[config.mk]
export PLATFORM = sky130hd
export DESIGN_NAME = afecrb_top
export DESIGN_NICKNAME = d
export VERILOG_FILES = /design/src/include/afecrb_pkg.sv /design/src/rtl/afecrb_top.sv
export SDC_FILE = /design/constraint.sdc
export NUM_CORES = 1
export LEC_CHECK = 0
export BUFFER_PORTS_ARGS = -buffer_cell sky130_fd_sc_hd__buf_2
export CAP_MARGIN = 25
export CORE_UTILIZATION = 40
export DETAILED_ROUTE_END_ITERATION = 8
export HOLD_SLACK_MARGIN = 0.08
export SLEW_MARGIN = 40
export SYNTH_ARGS = -nofsm -noshare
export SYNTH_HDL_FRONTEND = slang
export SYNTH_SLANG_ARGS = --single-unit
[constraint.sdc]
create_clock -name clk -period 2.2 [get_ports clk]
set_input_delay 0.22 -clock clk [delete_from_list [all_inputs] [get_ports clk]]
set_output_delay 0.22 -clock clk [all_outputs]
set_load 0.05 [all_outputs]
[src/include/afecrb_pkg.sv]
package afecrb_pkg;
  localparam logic [3:0] ADDR_DEVCFG  = 4'h0;
  localparam logic [3:0] ADDR_DAC     = 4'h1;
  localparam logic [3:0] ADDR_UNLOCK  = 4'hF;
  localparam logic [7:0] DEVCFG_RESET = 8'h00;
  localparam logic [7:0] DAC_RESET    = 8'h80;
  localparam logic [7:0] UNLOCK_KEY1  = 8'hFE;
  localparam logic [7:0] UNLOCK_KEY2  = 8'hED;
  localparam int         BIT_RESV     = 7;
  localparam int         BIT_PWR_HI   = 6;
  localparam int         BIT_PWR_LO   = 5;
  localparam int         BIT_FILT     = 4;
  localparam int         BIT_CMV      = 3;
  localparam int         BIT_G2_HI    = 2;
  localparam int         BIT_G2_LO    = 1;
  localparam int         BIT_G1       = 0;
  localparam int         BIT_DIR      = 7;
endpackage

[src/rtl/afecrb_top.sv]
`timescale 1ns/10ps
module afecrb_top (
  // clock and reset
  input  wire logic       clk,
  input  wire logic       rst,
  // serial pins
  input  wire logic       select_low,
  input  wire logic       sclk,
  input  wire logic       sdio_in,
  output logic            sdio_out,
  output logic            sdio_oe_n,
  // analog controls and read-back unlock status
  output logic            first_amp_stage,
  output logic            second_amp_stage,
  output logic            filter_routing,
  output logic            common_voltage_select,
  output logic [1:0]      second_stage_gain,
  output logic            first_stage_gain,
  output logic [7:0]      offset_dac_code,
  output logic            readback_open
);
  // ==========================================================
  // pin synchronisers
  logic [2:0] s1;
  logic [2:0] s2;
  logic       sclk_d;
  always_ff @(posedge clk) begin
    s1 <= {select_low, sclk, sdio_in};
    s2 <= s1;
    sclk_d <= s2[1];
  end
  wire sel_act  = ~s2[2];
  wire sclk_s   = s2[1];
  wire sdi_s    = s2[0];
  wire sclk_up  = sclk_s & ~sclk_d;
  wire sclk_dn  = ~sclk_s & sclk_d;

  // ==========================================================
  // frame shifter: 8 instruction bits then 8 data bits
  logic [4:0] bitcnt;
  logic [7:0] shreg;
  logic [7:0] instr;
  logic [7:0] device_configuration;
  logic       unlock_half;
  logic [7:0] rdsh;
  wire        instr_done = sel_act & sclk_up & (bitcnt == 5'd7);
  wire        data_done  = sel_act & sclk_up & (bitcnt == 5'd15);
  wire [7:0]  next_shreg = {shreg[6:0], sdi_s};
  wire        is_write   = ~instr[afecrb_pkg::BIT_DIR] & (instr[6:4] == 3'b000);
  wire        is_read    = next_shreg[afecrb_pkg::BIT_DIR] & (next_shreg[6:4] == 3'b000);
  wire        wr_stb     = data_done & is_write;
  wire [3:0]  waddr      = instr[3:0];
  wire [3:0]  raddr      = next_shreg[3:0];
  // unlock register has no storage to return
  wire [7:0]  rd_val     = (raddr == afecrb_pkg::ADDR_DEVCFG) ? device_configuration :
                           (raddr == afecrb_pkg::ADDR_DAC)    ? offset_dac_code : 8'h00;
  wire        rd_go      = instr_done & is_read & readback_open;

  always_ff @(posedge clk) begin
    if (rst || !sel_act) begin
      bitcnt <= 5'd0;
      shreg  <= 8'h00;
      instr  <= 8'h00;
    end else if (sclk_up) begin
      shreg  <= next_shreg;
      bitcnt <= (bitcnt == 5'd15) ? 5'd0 : bitcnt + 5'd1;
      if (bitcnt == 5'd7) begin
        instr <= next_shreg;
      end
    end
  end

  // ==========================================================
  // registers; the reserved bit is forced low whatever the master sends
  always_ff @(posedge clk) begin
    if (rst) begin
      device_configuration <= afecrb_pkg::DEVCFG_RESET;
      offset_dac_code      <= afecrb_pkg::DAC_RESET;
    end else if (wr_stb) begin
      if (waddr == afecrb_pkg::ADDR_DEVCFG) begin
        device_configuration <= {1'b0, next_shreg[6:0]};
      end
      if (waddr == afecrb_pkg::ADDR_DAC) begin
        offset_dac_code <= next_shreg;
      end
    end
  end

  // ==========================================================
  // unlock tracking: key1 arms, key2 as the next unlock-register write opens, anything else closes
  wire ul_wr = wr_stb & (waddr == afecrb_pkg::ADDR_UNLOCK);
  always_ff @(posedge clk) begin
    if (rst) begin
      unlock_half   <= 1'b0;
      readback_open <= 1'b0;
    end else if (ul_wr) begin
      unlock_half   <= (next_shreg == afecrb_pkg::UNLOCK_KEY1);
      readback_open <= unlock_half & (next_shreg == afecrb_pkg::UNLOCK_KEY2);
    end
  end

  // ==========================================================
  // read-back driver: changes on falling sclk so the master samples on rising
  logic rd_act;
  always_ff @(posedge clk) begin
    if (rst || !sel_act) begin
      rd_act    <= 1'b0;
      rdsh      <= 8'h00;
      sdio_out  <= 1'b0;
      sdio_oe_n <= 1'b1;
    end else if (rd_go) begin
      rd_act <= 1'b1;
      rdsh   <= rd_val;
    end else if (rd_act && sclk_dn) begin
      sdio_oe_n <= 1'b0;
      sdio_out  <= rdsh[7];
      rdsh      <= {rdsh[6:0], 1'b0};
      if (bitcnt == 5'd0) begin
        rd_act    <= 1'b0;
        sdio_oe_n <= 1'b1;
      end
    end
  end

  // ==========================================================
  // analog control decode
  always_ff @(posedge clk) begin
    if (rst) begin
      first_amp_stage       <= 1'b0;
      second_amp_stage      <= 1'b0;
      filter_routing        <= 1'b0;
      common_voltage_select <= 1'b0;
      second_stage_gain     <= 2'b00;
      first_stage_gain      <= 1'b0;
    end else begin
      first_amp_stage       <= device_configuration[afecrb_pkg::BIT_PWR_HI];
      second_amp_stage      <= device_configuration[afecrb_pkg::BIT_PWR_LO];
      filter_routing        <= device_configuration[afecrb_pkg::BIT_FILT];
      common_voltage_select <= device_configuration[afecrb_pkg::BIT_CMV];
      second_stage_gain     <= device_configuration[afecrb_pkg::BIT_G2_HI:afecrb_pkg::BIT_G2_LO];
      first_stage_gain      <= device_configuration[afecrb_pkg::BIT_G1];
    end
  end

  // ==========================================================
  // checks
  property p_reserved_zero;
    @(posedge clk) disable iff (rst) !device_configuration[afecrb_pkg::BIT_RESV];
  endproperty
  a_reserved_zero: assert property (p_reserved_zero) else $error("reserved bit set");

  property p_unlock_only_key;
    @(posedge clk) disable iff (rst)
      $rose(readback_open) |-> $past(ul_wr) && $past(next_shreg) == afecrb_pkg::UNLOCK_KEY2;
  endproperty
  a_unlock_only_key: assert property (p_unlock_only_key) else $error("bad unlock");

  property p_lock_on_other;
    @(posedge clk) disable iff (rst)
      ul_wr && next_shreg != afecrb_pkg::UNLOCK_KEY2 |=> !readback_open;
  endproperty
  a_lock_on_other: assert property (p_lock_on_other) else $error("stayed open");

  property p_no_drive_locked;
    @(posedge clk) disable iff (rst) !readback_open && !rd_act |=> sdio_oe_n;
  endproperty
  a_no_drive_locked: assert property (p_no_drive_locked) else $error("drove while locked");

  property p_unlock_keeps;
    @(posedge clk) disable iff (rst)
      ul_wr |=> $stable(device_configuration) && $stable(offset_dac_code);
  endproperty
  a_unlock_keeps: assert property (p_unlock_keeps) else $error("unlock changed regs");

  property p_dac_write;
    @(posedge clk) disable iff (rst)
      wr_stb && waddr == afecrb_pkg::ADDR_DAC |=> offset_dac_code == $past(next_shreg);
  endproperty
  a_dac_write: assert property (p_dac_write) else $error("dac not written");

  property p_gain_follow;
    @(posedge clk) disable iff (rst)
      1'b1 |=> first_stage_gain == $past(device_configuration[0])
           && second_stage_gain == $past(device_configuration[2:1]);
  endproperty
  a_gain_follow: assert property (p_gain_follow) else $error("gain mismatch");

  property p_power_follow;
    @(posedge clk) disable iff (rst)
      1'b1 |=> {first_amp_stage, second_amp_stage} == $past(device_configuration[6:5])
           && filter_routing == $past(device_configuration[4])
           && common_voltage_select == $past(device_configuration[3]);
  endproperty
  a_power_follow: assert property (p_power_follow) else $error("control mismatch");

  property p_reset_state;
    @(posedge clk) rst |=> !readback_open && !unlock_half && offset_dac_code == 8'h80;
  endproperty
  a_reset_state: assert property (p_reset_state) else $error("bad reset state");

  // ==========================================================
  // unlock sequence checks; a lone second key must not open read-back
  property p_key2_alone_closes;
    @(posedge clk) disable iff (rst)
      ul_wr && !unlock_half |=> !readback_open;
  endproperty
  a_key2_alone_closes: assert property (p_key2_alone_closes) else $error("opened unarmed");

  property p_pair_opens;
    @(posedge clk) disable iff (rst)
      ul_wr && unlock_half && next_shreg == afecrb_pkg::UNLOCK_KEY2 |=> readback_open;
  endproperty
  a_pair_opens: assert property (p_pair_opens) else $error("pair did not open");

  property p_key1_arms;
    @(posedge clk) disable iff (rst)
      ul_wr && next_shreg == afecrb_pkg::UNLOCK_KEY1 |=> unlock_half;
  endproperty
  a_key1_arms: assert property (p_key1_arms) else $error("first key not armed");

  property p_other_disarms;
    @(posedge clk) disable iff (rst)
      ul_wr && next_shreg != afecrb_pkg::UNLOCK_KEY1 |=> !unlock_half;
  endproperty
  a_other_disarms: assert property (p_other_disarms) else $error("stayed armed");

  property p_open_holds;
    @(posedge clk) disable iff (rst)
      !ul_wr |=> $stable(readback_open) && $stable(unlock_half);
  endproperty
  a_open_holds: assert property (p_open_holds) else $error("unlock state moved");

  // ==========================================================
  // register write checks
  property p_cfg_write;
    @(posedge clk) disable iff (rst)
      wr_stb && waddr == afecrb_pkg::ADDR_DEVCFG |=>
        device_configuration == {1'b0, $past(next_shreg[6:0])};
  endproperty
  a_cfg_write: assert property (p_cfg_write) else $error("cfg not written");

  property p_cfg_holds;
    @(posedge clk) disable iff (rst)
      !(wr_stb && waddr == afecrb_pkg::ADDR_DEVCFG) |=> $stable(device_configuration);
  endproperty
  a_cfg_holds: assert property (p_cfg_holds) else $error("cfg changed unasked");

  property p_dac_holds;
    @(posedge clk) disable iff (rst)
      !(wr_stb && waddr == afecrb_pkg::ADDR_DAC) |=> $stable(offset_dac_code);
  endproperty
  a_dac_holds: assert property (p_dac_holds) else $error("dac changed unasked");

  // instructions with nonzero middle bits must have no effect at all
  property p_bad_instr_ignored;
    @(posedge clk) disable iff (rst)
      data_done && instr[6:4] != 3'b000 |=> $stable(device_configuration)
        && $stable(offset_dac_code) && $stable(readback_open);
  endproperty
  a_bad_instr_ignored: assert property (p_bad_instr_ignored) else $error("bad instr acted");

  property p_read_no_write;
    @(posedge clk) disable iff (rst)
      data_done && instr[afecrb_pkg::BIT_DIR] |=> $stable(device_configuration)
        && $stable(offset_dac_code) && $stable(readback_open);
  endproperty
  a_read_no_write: assert property (p_read_no_write) else $error("read wrote");

  // ==========================================================
  // read-back driver checks
  property p_locked_no_read;
    @(posedge clk) disable iff (rst)
      instr_done && !readback_open |=> !rd_act;
  endproperty
  a_locked_no_read: assert property (p_locked_no_read) else $error("read while locked");

  property p_readback_load;
    @(posedge clk) disable iff (rst)
      rd_go |=> rd_act && rdsh == $past(rd_val);
  endproperty
  a_readback_load: assert property (p_readback_load) else $error("bad read load");

  property p_unlock_reads_zero;
    @(posedge clk) disable iff (rst)
      rd_go && raddr == afecrb_pkg::ADDR_UNLOCK |=> rdsh == 8'h00;
  endproperty
  a_unlock_reads_zero: assert property (p_unlock_reads_zero) else $error("unlock read");

  property p_release_on_deselect;
    @(posedge clk) disable iff (rst)
      !sel_act |=> sdio_oe_n && !rd_act;
  endproperty
  a_release_on_deselect: assert property (p_release_on_deselect) else $error("held pin");

  property p_drive_only_reading;
    @(posedge clk) disable iff (rst)
      !sdio_oe_n |-> rd_act;
  endproperty
  a_drive_only_reading: assert property (p_drive_only_reading) else $error("stray drive");

  // ==========================================================
  // reset checks
  property p_cfg_reset;
    @(posedge clk)
      rst |=> device_configuration == afecrb_pkg::DEVCFG_RESET && sdio_oe_n;
  endproperty
  a_cfg_reset: assert property (p_cfg_reset) else $error("bad cfg reset");

  property p_analog_reset;
    @(posedge clk)
      rst |=> !first_amp_stage && !second_amp_stage && !filter_routing
        && !common_voltage_select && second_stage_gain == 2'b00 && !first_stage_gain;
  endproperty
  a_analog_reset: assert property (p_analog_reset) else $error("bad analog reset");
endmodule

==> flow_summary.json <==
{
  "synth.distinct_cells": 41,
  "worst_ep_required_time_ps": 2460,
  "post-place-cells": 359,
  "layout_min_cycle_time_ps": 1901,
  "crit_arrival_ps": 2160,
  "grt_start_max_net_pins": 30,
  "flow.area_growth_from_synthesis_pct": 16.58,
  "per_cell_via_count_in_the_routed_design": 4.992,
  "fin_cells": 376,
  "clock_sink_count": 62,
  "initial_utilization_pct": 41.67,
  "power.leakage_uw": 0.001163,
  "design.final.nets": 305,
  "synth_enable_flop_cells": 0,
  "timing.hold.worst.class": "reg -> reg",
  "synth_xor_area_share_pct": 0.7099,
  "core_region_area_um2": 5921,
  "place.detailed.hpwl_mm": 3.577,
  "synthesis.area_per_instance_um2": 9.311,
  "antennaDiodeCount": 0,
  "path_class": "reg -> reg",
  "min-delay-start": "s1[0]",
  "grt-ovfl-total": 0,
  "ys_dominant_reg_cell": "dfxtp_1",
  "finalWeightedCongestion": 0.8603,
  "initialDrtViolationCount": 107,
  "clock_tree.root_cell": "clkbuf_8",
  "timing.reg2reg.setup_slack_ps": 300,
  "antenna_found_initial": 0,
  "syn-cell-area_um2": 2467,
  "layout.cells.most_common_list": "dfxtp_1, nand2_1",
  "max_slew_margin_pct": 73.68,
  "post_synth_inst_count": 265,
  "number_of_buffers_inserted_by_post_cts_setup_repair": 0,
  "yosys_warnings": 0,
  "ys_async_rst_share_pct": 0,
  "synth_simple_gate_area_share_pct": 26.22,
  "fmaxAchievable_ghz": 0.5260,
  "worstSkewPairLatency_ps": 330,
  "rsz_0062_raised_after_global_routing": "false",
  "worst-r2r-cell-count": 7,
  "r2r_end": "offset_dac_code[4]",
  "post_drt_wl_per_cell_um": 14.00,
  "clock_skew_ps": 9.913,
  "detail-route-antenna-nets": 0,
  "startpoint_type": "flip-flop",
  "synth-compound-area-share_pct": 9.077,
  "number_of_placed_i_o_pins": 23,
  "drc_errors": 0,
  "post_synth_fa_ha_maj_area_fraction_pct": 1.014,
  "mapped_nets": 272,
  "cts-hold-fix-buffers": 3,
  "num_rows": 28,
  "worstMarginPinSlew_ps": 393.7,
  "final_area_um2": 2877,
  "final_slew_violations": 0,
  "run_status": "finished clean",
  "number_of_global_route_vias_before_repair": 1714,
  "fin_crit_sh_pct": 86.41,
  "clockBufferDepth": 2,
  "cts_max_level": 3,
  "number_of_filler_cells_placed_in_the_layout": 584,
  "largest_family_of_logic_cells_by_synthesized_area": "simple AND/OR/NAND/NOR gates",
  "reg2reg_from": "bitcnt[0]",
  "cts_inserted_buffers": 9,
  "global_route_wire_length_before_repair_mm": 8.569,
  "die_y_um": 80.54,
  "drt_pre_antenna_iters": 4,
  "setup.worst_path.end_class": "flip-flop",
  "wl_mm": 5.265,
  "worstSetupStartpoint": "bitcnt[0]",
  "grt_util_all_layers_pct": 17.99,
  "max-cap-violations": 0,
  "worst_path_maximum_fanout": 10,
  "synth_mux_area_share_pct": 8.925,
  "fp.dieArea_um2": 6487,
  "post_cts_resize_count": 0,
  "setup.worst_path.end": "offset_dac_code[4]",
  "portBuffers": 22,
  "timing_hold_violations_final": 0,
  "ir_worst_vdd_mv": 0.3867,
  "post_route_cells_drive_above_1_share_pct": 16.61,
  "floorplan.die.width_um": 80.54,
  "totalNegativeSetupSlack_ps": 0,
  "cellPowerDensity_nw_per_um2": 701.4,
  "yosysSeqAreaShare_pct": 50.30,
  "vias": 1877,
  "most_common_cell_after_layout_fill_and_taps_aside": "dfxtp_1",
  "timing.final.setup_violations": 0,
  "dpl_cell_area_um2": 2691,
  "cts.clk_slew.worst_paths_ps": 60,
  "cts_tree": "done",
  "ys_seq_elements": 62
}
power breakdown:
group | total (uW) | internal [uW] | switching (uW) | leakage (uW)
Combinational | 54.7 | 25.3 | 29.5 | 0.000579
Clock | 823 | 424 | 399 | 0.0000821
Sequential | 1140 | 1130 | 9.56 | 0.000502
state kept, by name, summed over array words and instances (netlist names):
name / count
offset_dac_code: 8
rdsh: 8
rd_act: 1
second_stage_gain: 2
bitcnt: 5
s1: 3
s2: 3
second_amp_stage: 1
sclk_d: 1
sdio_out: 1
unlock_half: 1
filter_routing: 1
first_stage_gain: 1
common_voltage_select: 1
instr: 8
sdio_oe_n: 1
first_amp_stage: 1
readback_open: 1
shreg: 7
device_configuration: 7
critical path: stages, from the launching register on:
cell and delay [ps]:
dfxtp_1 390, ha_1 220, and4bb_2 270, buf_4 170, nand4b_2 180, nor4_4 160, buf_4 230, mux2i_1 200
logic make-up after synthesis:
group	Yosys count
simple gates	114
compound gates	40
buf+inv	23
mux	22
fa+ha+maj	2
flops	62
xor+xnor	2
cell usage after synthesis, types with 2 or more instances:
library cell,instances,area [um2]
nor2b_1,4,25.02
clkbuf_1,7,26.28
ha_1,2,25.02
o22ai_1,5,31.28
nor2_1,6,22.52
nand2b_1,22,137.6
buf_1,3,11.26
and2_1,5,31.28
nand2_1,37,138.9
a21oi_1,22,110.1
nand3_1,12,60.06
a31oi_1,7,43.79
o21ai_0,3,15.01
nor3_1,4,20.02
nand4_1,3,18.77
inv_1,10,37.54
dfxtp_1,62,1241
or3_1,5,31.28
buf_2,2,10.01
nor4bb_1,2,20.02
mux2i_1,22,220.2
how the worst min path moves through the flow:
stage             to  cells past startpoint
2_1_floorplan  s1[0]                      0
3_5_place_dp   s2[0]                      0
3_3_place_gp   s2[2]                      0
5_1_grt        s2[0]                      0
4_1_cts        s2[0]                      0
6_report       s2[0]                      0
area by class of cell:
class | instances | area [um2] | share of cell area, %
Tap cell | 75 | 93.84 | 3.262
Clock inverter | 2 | 10.01 | 0.3480
Sequential cell | 62 | 1241 | 43.15
Multi-Input combinational cell | 180 | 1134 | 39.41
Clock buffer | 12 | 145.1 | 5.046
Inverter | 10 | 37.54 | 1.305
Timing Repair Buffer | 35 | 215.2 | 7.481
metrics by stage:
step	setup slack [ps]	total power, uW	utilization, %	hold slack (ps)
after floorplan	458.2	1198	-	247.7
after global placement	383.1	1216	45.46	311.7
after detailed placement	310.0	1216	45.46	313.8
after CTS	281.1	2045	48.58	327.4
after global routing	141.8	2096	48.58	334.2
final	299.0	2018	48.58	325.3
layer usage:
metal | GRT usage [%] | vias up | part of all wire [%]
met3 | 5.114 | 6 | 3.7
met1 | 23.75 | 858 | 50
li1 | - | 977 | -
met5 | 0 | - | 0
met4 | 8.929 | 0 | 0.97
met2 | 26.53 | 36 | 45
No activity file was read; power rests on OpenSTA's default activity.
